**src/common/ifbc_pkg.sv**
```systemverilog
package ifbc_pkg;

    // ----------------------------------------------------------------
    // Register indices
    // ----------------------------------------------------------------
    localparam logic [6:0] ADDR_THR_LOW = 7'h07;
    localparam logic [6:0] ADDR_THR_HIGH = 7'h08;
    localparam logic [6:0] ADDR_BATCH_RATES = 7'h09;
    localparam logic [6:0] ADDR_AUX_MODE = 7'h0a;
    localparam logic [6:0] ADDR_CNT_CTRL = 7'h0b;
    localparam logic [6:0] ADDR_CNT_THR_LOW = 7'h0c;
    localparam logic [6:0] ADDR_LINE1_ROUTE = 7'h0d;
    localparam logic [6:0] ADDR_LINE2_ROUTE = 7'h0e;
    localparam logic [6:0] ADDR_SLAVE_BATCH = 7'h14;
    localparam logic [6:0] ADDR_STATUS1 = 7'h3a;
    localparam logic [6:0] ADDR_STATUS2 = 7'h3b;

    // ----------------------------------------------------------------
    // Writable bit masks and reset value
    // ----------------------------------------------------------------
    localparam logic [7:0] MASK_THR_HIGH = 8'h91;
    localparam logic [7:0] MASK_AUX_MODE = 8'hf7;
    localparam logic [7:0] MASK_CNT_CTRL = 8'h27;
    localparam logic [7:0] MASK_ROUTE = 8'h78;
    localparam logic [7:0] MASK_SLAVE_BATCH = 8'h0f;
    localparam logic [7:0] REG_RESET = 8'h00;

    // ----------------------------------------------------------------
    // Field positions
    // ----------------------------------------------------------------
    localparam int BIT_WTM8 = 0;
    localparam int BIT_CFG_CHANGE = 4;
    localparam int BIT_HALT = 7;
    localparam int BIT_CNT_SOURCE = 5;
    localparam int BIT_CNT_CLEAR = 6;
    localparam int BIT_ROUTE_TH = 3;
    localparam int BIT_ROUTE_OVR = 4;
    localparam int BIT_ROUTE_FULL = 5;
    localparam int BIT_ROUTE_CNT = 6;
    localparam int BIT_SPI_READ = 7;

    // ----------------------------------------------------------------
    // Sizes and decimation shifts
    // ----------------------------------------------------------------
    localparam logic [9:0] FIFO_DEPTH = 10'd512;
    localparam int RATE_W = 17;
    localparam int TS_SHIFT_DIV8 = 3;
    localparam int TS_SHIFT_DIV32 = 5;
    localparam logic [3:0] SPI_LAST_BIT = 4'hf;
    localparam logic [3:0] SPI_CMD_BIT = 4'h7;

    // ----------------------------------------------------------------
    // Rates in tenths of a hertz
    // ----------------------------------------------------------------
    localparam logic [16:0] RATE_OFF = 17'h00000;
    localparam logic [16:0] TEMP_RATE_1 = 17'd16;
    localparam logic [16:0] TEMP_RATE_2 = 17'd125;
    localparam logic [16:0] TEMP_RATE_3 = 17'd520;
    localparam logic [16:0] ACCEL_CODE11_RATE = 17'd16;
    localparam logic [16:0] GYRO_CODE11_RATE = 17'd65;

    // Serial frame states
    typedef enum logic [1:0] {
        IFBC_IDLE = 2'b00,
        IFBC_CMD = 2'b01,
        IFBC_DATA = 2'b11,
        IFBC_DONE = 2'b10
    } ifbc_spi_state_t;

    // Shared code table; code 11 is sensor specific
    function automatic logic [16:0] ifbc_batch_rate(
        input logic [3:0] code,
        input logic [16:0] code11_rate
    );
        case (code)
            4'h1: ifbc_batch_rate = 17'd125;
            4'h2: ifbc_batch_rate = 17'd260;
            4'h3: ifbc_batch_rate = 17'd520;
            4'h4: ifbc_batch_rate = 17'd1040;
            4'h5: ifbc_batch_rate = 17'd2080;
            4'h6: ifbc_batch_rate = 17'd4160;
            4'h7: ifbc_batch_rate = 17'd8330;
            4'h8: ifbc_batch_rate = 17'd16670;
            4'h9: ifbc_batch_rate = 17'd33330;
            4'ha: ifbc_batch_rate = 17'd66670;
            4'hb: ifbc_batch_rate = code11_rate;
            default: ifbc_batch_rate = 17'h00000;
        endcase
    endfunction

endpackage

```
**src/ifbc_sync.sv**
```systemverilog
`timescale 1ns/100ps
module ifbc_sync #(
    parameter int W = 1,
    parameter logic [W-1:0] INIT = '0
) (
    // Clock and reset
    input wire logic clk_i,
    input wire logic rst_i,
    // Asynchronous level in, synchronised level out
    input wire logic [W-1:0] d_i,
    output logic [W-1:0] q_o
);
    logic [W-1:0] meta_r;

    // Two stage synchroniser
    always_ff @(posedge clk_i) begin
        if (rst_i) begin
            meta_r <= INIT;
            q_o <= INIT;
        end else begin
            meta_r <= d_i;
            q_o <= meta_r;
        end
    end
endmodule

```
**src/ifbc_top.sv**
```systemverilog
`timescale 1ns/100ps
// Operation
// - Watermark is nine bits over two registers
// - Watermark flag when level reaches threshold
// - Halt bit limits depth to watermark
// - Config change bit enables meta words
// - Accelerometer rate code decoded to tenths of a hertz
// - Gyroscope rate same table, code 11 differs
// - Gyro rate high nibble, accel low
// - Timestamp rate is max rate, decimated
// - Temperature rate from two bit code
// - Aux register field layout with mode
// - Counter clear bit clears, reads zero
// - Source bit picks accel or gyro events
// - Counter reaching threshold sets flag
// - Eleven bit threshold over two registers
// - Slave data batched only when enabled
// - Four events routable to either line
// - Status two read clears counter flag
// - FIFO write on fastest main or hub
module ifbc_top (
    // Clock and reset
    input wire logic SYS_CLK_I,
    input wire logic RESET_I,
    // Serial register port
    input wire logic SPI_CS_N_I,
    input wire logic SPI_SCLK_I,
    input wire logic SPI_MOSI_I,
    output logic SPI_MISO_O,
    output logic SPI_MISO_OE_O,
    // FIFO core state and events
    input wire logic [9:0] FIFO_LEVEL_I,
    input wire logic FIFO_FULL_I,
    input wire logic FIFO_OVERRUN_I,
    input wire logic ACCEL_BATCH_I,
    input wire logic GYRO_BATCH_I,
    input wire logic ACCEL_DRDY_I,
    input wire logic GYRO_DRDY_I,
    input wire logic [3:0] SLAVE_DRDY_I,
    input wire logic [16:0] SHUB_RATE_I,
    // Batching control
    output logic FIFO_WRITE_O,
    output logic [9:0] DEPTH_LIMIT_O,
    output logic CFG_CHANGE_EN_O,
    output logic [3:0] SLAVE_BATCH_EN_O,
    output logic [2:0] FIFO_MODE_O,
    output logic [16:0] ACCEL_RATE_O,
    output logic [16:0] GYRO_RATE_O,
    output logic [16:0] TS_RATE_O,
    output logic [16:0] TEMP_RATE_O,
    // Flags and interrupt lines
    output logic WATERMARK_FLAG_O,
    output logic SAMPLE_FLAG_O,
    output logic INT1_O,
    output logic INT2_O
);

    // ----------------------------------------------------------------
    // Pin synchronisers
    // ----------------------------------------------------------------
    logic cs_n_s;
    logic sclk_s;
    logic mosi_s;
    logic sclk_d_r;

    ifbc_sync #(.W(1), .INIT(1'b1)) u_sync_cs (
        .clk_i(SYS_CLK_I), .rst_i(RESET_I),
        .d_i(SPI_CS_N_I), .q_o(cs_n_s)
    );
    ifbc_sync #(.W(1), .INIT(1'b0)) u_sync_sclk (
        .clk_i(SYS_CLK_I), .rst_i(RESET_I),
        .d_i(SPI_SCLK_I), .q_o(sclk_s)
    );
    ifbc_sync #(.W(1), .INIT(1'b0)) u_sync_mosi (
        .clk_i(SYS_CLK_I), .rst_i(RESET_I),
        .d_i(SPI_MOSI_I), .q_o(mosi_s)
    );

    // ----------------------------------------------------------------
    // Serial frame engine
    // ----------------------------------------------------------------
    ifbc_pkg::ifbc_spi_state_t state_r;
    ifbc_pkg::ifbc_spi_state_t state_nxt;
    logic [3:0] bit_cnt_r;
    logic [7:0] shift_in_r;
    logic [7:0] shift_out_r;
    logic [6:0] addr_r;
    logic read_r;
    logic [7:0] rd_data;
    logic [7:0] in_byte;
    logic sclk_rise;
    logic sclk_fall;
    logic cmd_done;
    logic data_done;
    logic reg_we;
    logic stat2_rd;

    assign sclk_rise = sclk_s & ~sclk_d_r;
    assign sclk_fall = ~sclk_s & sclk_d_r;
    assign in_byte = {shift_in_r[6:0], mosi_s};
    assign cmd_done = (state_r == ifbc_pkg::IFBC_CMD) && sclk_rise
        && (bit_cnt_r == ifbc_pkg::SPI_CMD_BIT);
    assign data_done = (state_r == ifbc_pkg::IFBC_DATA) && sclk_rise
        && (bit_cnt_r == ifbc_pkg::SPI_LAST_BIT);
    assign reg_we = data_done && !read_r;
    assign stat2_rd = cmd_done && in_byte[ifbc_pkg::BIT_SPI_READ]
        && (in_byte[6:0] == ifbc_pkg::ADDR_STATUS2);

    // Next frame state
    always_comb begin
        state_nxt = state_r;
        case (state_r)
            ifbc_pkg::IFBC_IDLE: if (!cs_n_s) state_nxt = ifbc_pkg::IFBC_CMD;
            ifbc_pkg::IFBC_CMD: if (cmd_done) state_nxt = ifbc_pkg::IFBC_DATA;
            ifbc_pkg::IFBC_DATA:
                if (data_done) state_nxt = ifbc_pkg::IFBC_DONE;
            ifbc_pkg::IFBC_DONE: state_nxt = ifbc_pkg::IFBC_DONE;
            default: state_nxt = ifbc_pkg::IFBC_IDLE;
        endcase
        if (cs_n_s) begin
            state_nxt = ifbc_pkg::IFBC_IDLE;
        end
    end

    // Frame state, bit count and input shifter
    always_ff @(posedge SYS_CLK_I) begin
        if (RESET_I) begin
            state_r <= ifbc_pkg::IFBC_IDLE;
            sclk_d_r <= 1'b0;
            bit_cnt_r <= 4'h0;
            shift_in_r <= 8'h00;
            addr_r <= 7'h00;
            read_r <= 1'b0;
        end else begin
            state_r <= state_nxt;
            sclk_d_r <= sclk_s;
            if (state_r == ifbc_pkg::IFBC_IDLE) begin
                bit_cnt_r <= 4'h0;
            end else if (sclk_rise) begin
                bit_cnt_r <= bit_cnt_r + 4'h1;
                shift_in_r <= in_byte;
            end
            if (cmd_done) begin
                addr_r <= in_byte[6:0];
                read_r <= in_byte[ifbc_pkg::BIT_SPI_READ];
            end
        end
    end

    // Read data out, changed on falling clock
    always_ff @(posedge SYS_CLK_I) begin
        if (RESET_I) begin
            shift_out_r <= 8'h00;
            SPI_MISO_O <= 1'b0;
            SPI_MISO_OE_O <= 1'b0;
        end else begin
            SPI_MISO_OE_O <= !cs_n_s && read_r
                && (state_r == ifbc_pkg::IFBC_DATA);
            if (cmd_done) begin
                shift_out_r <= rd_data;
            end else if (sclk_fall && state_r == ifbc_pkg::IFBC_DATA) begin
                SPI_MISO_O <= shift_out_r[7];
                shift_out_r <= {shift_out_r[6:0], 1'b0};
            end
        end
    end

    // ----------------------------------------------------------------
    // Control registers
    // ----------------------------------------------------------------
    logic [7:0] thr_low_r;
    logic [7:0] thr_high_r;
    logic [7:0] rates_r;
    logic [7:0] aux_r;
    logic [7:0] cnt_ctrl_r;
    logic [7:0] cnt_thr_low_r;
    logic [7:0] route1_r;
    logic [7:0] route2_r;
    logic [7:0] slave_en_r;
    logic [8:0] watermark_level;
    logic [10:0] sample_counter_threshold;

    assign watermark_level = {thr_high_r[ifbc_pkg::BIT_WTM8], thr_low_r};
    assign sample_counter_threshold = {cnt_ctrl_r[2:0], cnt_thr_low_r};

    // Register writes, reserved bits masked
    always_ff @(posedge SYS_CLK_I) begin
        if (RESET_I) begin
            thr_low_r <= ifbc_pkg::REG_RESET;
            thr_high_r <= ifbc_pkg::REG_RESET;
            rates_r <= ifbc_pkg::REG_RESET;
            aux_r <= ifbc_pkg::REG_RESET;
            cnt_ctrl_r <= ifbc_pkg::REG_RESET;
            cnt_thr_low_r <= ifbc_pkg::REG_RESET;
            route1_r <= ifbc_pkg::REG_RESET;
            route2_r <= ifbc_pkg::REG_RESET;
            slave_en_r <= ifbc_pkg::REG_RESET;
        end else if (reg_we) begin
            case (addr_r)
                ifbc_pkg::ADDR_THR_LOW: thr_low_r <= in_byte;
                ifbc_pkg::ADDR_THR_HIGH:
                    thr_high_r <= in_byte & ifbc_pkg::MASK_THR_HIGH;
                ifbc_pkg::ADDR_BATCH_RATES: rates_r <= in_byte;
                ifbc_pkg::ADDR_AUX_MODE:
                    aux_r <= in_byte & ifbc_pkg::MASK_AUX_MODE;
                ifbc_pkg::ADDR_CNT_CTRL:
                    cnt_ctrl_r <= in_byte & ifbc_pkg::MASK_CNT_CTRL;
                ifbc_pkg::ADDR_CNT_THR_LOW: cnt_thr_low_r <= in_byte;
                ifbc_pkg::ADDR_LINE1_ROUTE:
                    route1_r <= in_byte & ifbc_pkg::MASK_ROUTE;
                ifbc_pkg::ADDR_LINE2_ROUTE:
                    route2_r <= in_byte & ifbc_pkg::MASK_ROUTE;
                ifbc_pkg::ADDR_SLAVE_BATCH:
                    slave_en_r <= in_byte & ifbc_pkg::MASK_SLAVE_BATCH;
                default: thr_low_r <= thr_low_r;
            endcase
        end
    end

    // Read mux, unmapped reads zero
    always_comb begin
        case (in_byte[6:0])
            ifbc_pkg::ADDR_THR_LOW: rd_data = thr_low_r;
            ifbc_pkg::ADDR_THR_HIGH: rd_data = thr_high_r;
            ifbc_pkg::ADDR_BATCH_RATES: rd_data = rates_r;
            ifbc_pkg::ADDR_AUX_MODE: rd_data = aux_r;
            ifbc_pkg::ADDR_CNT_CTRL: rd_data = cnt_ctrl_r;
            ifbc_pkg::ADDR_CNT_THR_LOW: rd_data = cnt_thr_low_r;
            ifbc_pkg::ADDR_LINE1_ROUTE: rd_data = route1_r;
            ifbc_pkg::ADDR_LINE2_ROUTE: rd_data = route2_r;
            ifbc_pkg::ADDR_SLAVE_BATCH: rd_data = slave_en_r;
            ifbc_pkg::ADDR_STATUS1: rd_data = FIFO_LEVEL_I[7:0];
            ifbc_pkg::ADDR_STATUS2: rd_data = {WATERMARK_FLAG_O,
                FIFO_OVERRUN_I, FIFO_FULL_I, SAMPLE_FLAG_O, 2'b00,
                FIFO_LEVEL_I[9:8]};
            default: rd_data = 8'h00;
        endcase
    end

    // ----------------------------------------------------------------
    // Batch-sample counter
    // ----------------------------------------------------------------
    logic [10:0] sample_cnt_r;
    logic [10:0] sample_cnt_nxt;
    logic [10:0] sample_cnt_inc;
    logic sample_flag_nxt;
    logic sample_counter_clear;
    logic count_event;
    logic count_hit;

    assign sample_counter_clear = reg_we
        && (addr_r == ifbc_pkg::ADDR_CNT_CTRL)
        && in_byte[ifbc_pkg::BIT_CNT_CLEAR];
    assign count_event = cnt_ctrl_r[ifbc_pkg::BIT_CNT_SOURCE]
        ? GYRO_BATCH_I : ACCEL_BATCH_I;
    assign sample_cnt_inc = sample_cnt_r + 11'h001;
    assign count_hit = count_event && !sample_counter_clear
        && (sample_cnt_inc == sample_counter_threshold);
    assign sample_cnt_nxt = (sample_counter_clear || count_hit) ? 11'h000
        : (count_event ? sample_cnt_inc : sample_cnt_r);
    assign sample_flag_nxt = count_hit
        || (SAMPLE_FLAG_O && !stat2_rd);

    // Counter and its sticky flag
    always_ff @(posedge SYS_CLK_I) begin
        if (RESET_I) begin
            sample_cnt_r <= 11'h000;
            SAMPLE_FLAG_O <= 1'b0;
        end else begin
            sample_cnt_r <= sample_cnt_nxt;
            SAMPLE_FLAG_O <= sample_flag_nxt;
        end
    end

    // ----------------------------------------------------------------
    // Rate decode and batching outputs
    // ----------------------------------------------------------------
    logic [16:0] accel_batch_rate;
    logic [16:0] gyro_batch_rate;
    logic [16:0] max_rate;
    logic [16:0] ts_rate;
    logic [16:0] temp_rate;
    logic accel_faster;
    logic main_write;
    logic hub_write;
    logic wm_flag_nxt;
    logic [3:0] evt_vec;

    assign accel_batch_rate = ifbc_pkg::ifbc_batch_rate(rates_r[3:0],
        ifbc_pkg::ACCEL_CODE11_RATE);
    assign gyro_batch_rate = ifbc_pkg::ifbc_batch_rate(rates_r[7:4],
        ifbc_pkg::GYRO_CODE11_RATE);
    assign accel_faster = accel_batch_rate >= gyro_batch_rate;
    assign max_rate = (accel_faster ? accel_batch_rate : gyro_batch_rate)
        > SHUB_RATE_I ? (accel_faster ? accel_batch_rate : gyro_batch_rate)
        : SHUB_RATE_I;
    assign ts_rate = (aux_r[7:6] == 2'b01) ? max_rate
        : (aux_r[7:6] == 2'b10) ? (max_rate >> ifbc_pkg::TS_SHIFT_DIV8)
        : (aux_r[7:6] == 2'b11) ? (max_rate >> ifbc_pkg::TS_SHIFT_DIV32)
        : ifbc_pkg::RATE_OFF;
    assign temp_rate = (aux_r[5:4] == 2'b01) ? ifbc_pkg::TEMP_RATE_1
        : (aux_r[5:4] == 2'b10) ? ifbc_pkg::TEMP_RATE_2
        : (aux_r[5:4] == 2'b11) ? ifbc_pkg::TEMP_RATE_3
        : ifbc_pkg::RATE_OFF;
    assign main_write = (accel_batch_rate != ifbc_pkg::RATE_OFF
        || gyro_batch_rate != ifbc_pkg::RATE_OFF)
        && (accel_faster ? ACCEL_DRDY_I : GYRO_DRDY_I);
    assign hub_write = |(SLAVE_DRDY_I & slave_en_r[3:0]);
    assign wm_flag_nxt = FIFO_LEVEL_I >= {1'b0, watermark_level};
    assign evt_vec = {SAMPLE_FLAG_O, FIFO_FULL_I, FIFO_OVERRUN_I,
        WATERMARK_FLAG_O};

    // Registered control outputs
    always_ff @(posedge SYS_CLK_I) begin
        if (RESET_I) begin
            FIFO_WRITE_O <= 1'b0;
            DEPTH_LIMIT_O <= ifbc_pkg::FIFO_DEPTH;
            CFG_CHANGE_EN_O <= 1'b0;
            SLAVE_BATCH_EN_O <= 4'h0;
            FIFO_MODE_O <= 3'h0;
            ACCEL_RATE_O <= ifbc_pkg::RATE_OFF;
            GYRO_RATE_O <= ifbc_pkg::RATE_OFF;
            TS_RATE_O <= ifbc_pkg::RATE_OFF;
            TEMP_RATE_O <= ifbc_pkg::RATE_OFF;
            WATERMARK_FLAG_O <= 1'b0;
            INT1_O <= 1'b0;
            INT2_O <= 1'b0;
        end else begin
            FIFO_WRITE_O <= main_write || hub_write;
            DEPTH_LIMIT_O <= thr_high_r[ifbc_pkg::BIT_HALT]
                ? {1'b0, watermark_level} : ifbc_pkg::FIFO_DEPTH;
            CFG_CHANGE_EN_O <= thr_high_r[ifbc_pkg::BIT_CFG_CHANGE];
            SLAVE_BATCH_EN_O <= slave_en_r[3:0];
            FIFO_MODE_O <= aux_r[2:0];
            ACCEL_RATE_O <= accel_batch_rate;
            GYRO_RATE_O <= gyro_batch_rate;
            TS_RATE_O <= ts_rate;
            TEMP_RATE_O <= temp_rate;
            WATERMARK_FLAG_O <= wm_flag_nxt;
            INT1_O <= |(evt_vec & route1_r[6:3]);
            INT2_O <= |(evt_vec & route2_r[6:3]);
        end
    end
endmodule
```
**config.mk**
```make
export PLATFORM = sky130hd
export DESIGN_NAME = ifbc_top
export DESIGN_NICKNAME = d
export VERILOG_FILES = /design/src/common/ifbc_pkg.sv /design/src/ifbc_sync.sv /design/src/ifbc_top.sv
export SDC_FILE = /design/constraint.sdc
export NUM_CORES = 1
export LEC_CHECK = 0
export ABC_AREA = 1
export CORE_MARGIN = 4
export CORE_UTILIZATION = 62
export DETAILED_ROUTE_END_ITERATION = 8
export DONT_BUFFER_PORTS = 1
export PLACE_DENSITY = 0.84
export SYNTH_ARGS = -nofsm -noshare
export SYNTH_HDL_FRONTEND = slang
export SYNTH_SLANG_ARGS = --single-unit
```
**constraint.sdc**
```tcl
create_clock -name SYS_CLK_I -period 5 [get_ports SYS_CLK_I]
set_input_delay 1 -clock SYS_CLK_I [delete_from_list [all_inputs] [get_ports SYS_CLK_I]]
set_output_delay 1 -clock SYS_CLK_I [all_outputs]
set_load 0.005 [all_outputs]
```
==> metrics.yaml <==
ioPinCount: 135
detailed_place.area_sq_um: 10100
dr.pass1.iters: 8
synth-seq-cells: 207
fin_crit_ns: 4.38
drtIter0Drc: 1054
rsz0062_at_grt: "no"
met1_usage_pct: 39.7
min_period_over_period_pct: 87.6
whs_path_depth: 2
intPower_uw: 2810
n_fill_cell: 1348
maxCapViolations: 0
worst_slew_margin_rel_pct: 37.3
cp_max_fo: 19
dp_hpwl_um: 20800
max_freq_mhz: 228
switching_share_pct: 20.8
hold_class: "flip-flop to flip-flop"
areaGrowthSynthToFinish_pct: 8.21
ys_async_sr_fraction_pct: 0
finalSetupViolations: 0
grt_max_degree: 104
gr-usage-met3_pct: 5.31
cts_buffer_depth: 3
placedCellCount: 1524
seqCellArea_sq_um: 4140
drive_gt1_share_pct: 7.42
rr_endpoint: "TS_RATE_O[5]"
crit_required_ns: 5.40
syn_area_sq_um: 10100
hold_viol: 0
min_from: "u_sync_mosi.meta_r"
yosys.area.top_type: "dfxtp_1"
post_cts_buffers: 0
fin_nets: 1429
worst-slew-pin-transition_ns: 0.933
fin_skew_ns: 0.0180
port_buffers: 0
multi_input_area_sq_um: 4880
p_leak_uw: 0.00473
ys_top_cells_by_area: "dfxtp_1 (41%), nand2_1 (9.4%), ha_1 (6.8%), inv_1 (6.8%), nor2_1 (6.6%)"
setup-tns-final_ns: 0
core_area_sq_um: 15900
hold_ws_ns: 0.403
grtUsageMet2_pct: 48.6
status: "finished, final reports clean"
final_max_slew_viol_count: 0
cts_tree: "done"
clkSlewWorstSetupHoldPaths_ns: 0.06
yosys.area.top_type_share_pct: 41.2
cts_hold_buffers: 0
drc: 0
grt_pass1_vias: 8125
r2r_slack_ns: 0.62
p_per_area_nw_per_um2: 326
vias: 8950
synth.distinct_cells: 53
die_h_um: 135
wirelength_um: 27700
grtUsageTotal_pct: 29.6
diodes: 0
final_area_sq_um: 10900
cts_num_sinks: 207
post_synth.cell_area_avg_sq_um: 7.46
synth_flop_cell: "dfxtp_1"
arrival_ns: 4.78
std_cell_rows: 46
fp.dieArea_sq_um: 18300
startpoint_type: "flip-flop"
synth-edff-count: 0
via_per_inst: 5.72
cts_root_buf: "clkbuf_16"
cp-end-kind: "flip-flop"
avgRoutedWirePerCell_um: 17.7
path_class: "flip-flop to flip-flop"
synthCells: 1348
h-tree-depth: 1
yosys_warnings: 0
cts_buffers: 22
seqPwrFrac_pct: 47.1
ir_drop_uv: 311
instances_no_fill: 1564
whs_endpoint: "u_sync_mosi.q_o"
p_switching_uw: 738
seq_area_frac_synth_pct: 41.2
p_comb_share_pct: 2.6
power_frac_clock_pct: 50.3
grt_pass1_wl_um: 43100
cts_resized: 0
ant_nets: 0
r2r_cells: 26
most-common-layout-cells: "nand2_1 (253), dfxtp_1 (207), inv_1 (182)"
antenna_found_initial: 0
fin_util_pct: 68.5
busiest_layer: "met2"
grt.overflow.total: 0
finalWeightedCongestion: 0.975
final_common_cell: "nand2_1"
die_x_um: 135
start_util_pct: 63.3
clock_latency_ns: 0.51
rr_startpoint: "gyro_batch_rate[1]"
## cell families after synthesis
group / after synthesis / share of synthesized area, %
xor+xnor: 7 / 0.609
other cells: 1 / 0.0373
fa+ha+maj: 55 / 6.84
simple gates: 618 / 27.9
buf+inv: 254 / 10.6
mux: 1 / 0.0995
flops: 207 / 41.2
compound gates: 205 / 12.7
## per-stage QoR
step / power [uW] / worst slack, ns
5_1_grt: 3640 / 0.202
4_1_cts: 3570 / 0.746
3_3_place_gp: 1800 / 0.835
2_1_floorplan: 1790 / 1.86
6_report: 3550 / 0.621
3_5_place_dp: 1800 / 0.754
## routing by layer
metal	part of all wire (%)	wire length, um	vias up
met1	41	11300	4041
met3	9.1	2530	93
li1	-	-	4345
met4	3.3	922	0
met5	0	0	-
met2	47	12900	471
## state kept, by name, indices dropped and copies added, names as in the netlist, 8 cells and up
name              count
GYRO_RATE_O          16
DEPTH_LIMIT_O        10
thr_low_r             8
gyro_batch_rate      16
ACCEL_RATE_O         16
sample_cnt_r         11
TS_RATE_O            17
cnt_thr_low_r         8
rates_r               8
accel_batch_rate     16
shift_out_r           8
## worst max-delay path by stage
| stage | from | end | slack, ns | depth (start not counted) |
|---|---|---|---|---|
| 2_1_floorplan | gyro_batch_rate[12] | TS_RATE_O[1] | 1.86 | 30 |
| 3_3_place_gp | gyro_batch_rate[12] | TS_RATE_O[5] | 0.83 | 26 |
| 3_5_place_dp | gyro_batch_rate[12] | TS_RATE_O[5] | 0.75 | 26 |
| 4_1_cts | gyro_batch_rate[12] | TS_RATE_O[5] | 0.75 | 26 |
| 5_1_grt | gyro_batch_rate[1] | TS_RATE_O[7] | 0.20 | 27 |
| 6_report | gyro_batch_rate[1] | TS_RATE_O[5] | 0.62 | 26 |
## synth_stat cells (all sizes together) (2+ instances only)
| master | instances |
|---|---|
| a211oi | 40 |
| a21o | 3 |
| a21oi | 63 |
| a221oi | 5 |
| and2 | 2 |
| buf | 32 |
| clkbuf | 20 |
| clkinv | 7 |
| dfxtp | 207 |
| ha | 55 |
| inv | 195 |
| nand2 | 261 |
| nand3 | 109 |
| nand4 | 17 |
| nor2 | 184 |
| nor3 | 20 |
| nor4 | 15 |
| o2111ai | 5 |
| o211ai | 3 |
| o21a | 3 |
| o21ai | 62 |
| o221ai | 3 |
| o22ai | 13 |
| o31ai | 2 |
| or2 | 8 |
| xnor2 | 2 |
| xor2 | 5 |
## final cells by class
class,instances,area share (%)
Multi-Input combinational cell,896,44.9
Sequential cell,207,38.1
Inverter,202,6.99
Clock buffer,30,5.99
Tap cell,216,2.48
Clock inverter,10,1.42
Timing Repair Buffer,3,0.207
## critical path, cell delays in order, from the launching register on
cell,delay [ns]
dfxtp_1,0.42
inv_1,0.09
ha_1,0.28
nand2_1,0.14
nor2_1,0.05
nand2_1,0.05
nor2_1,0.03
nand2_1,0.05
nand2_1,0.06
nor2_2,0.49
nand2_2,0.36
nand2_1,0.21
nand2_1,0.10
ha_1,0.30
nand2_1,0.06
nor2_1,0.18
nand2_1,0.08
inv_1,0.09
nand4_1,0.07
nand3_1,0.09
nand2_1,0.07
inv_1,0.31
nand3_1,0.27
nand3_1,0.15
nand3_1,0.12
nand2_1,0.08
inv_1,0.06
## power groups by stage
stage                     Sequential (uW)  Clock [uW]  Combinational (uW)
after floorplan                      1700           0                91.4
after global placement               1710           0                89.7
after detailed placement             1710           0                91.5
after CTS                            1670        1800                92.5
after global routing                 1670        1870                 108
final                                1670        1780                94.0
(Power assumes the default switching activity.)
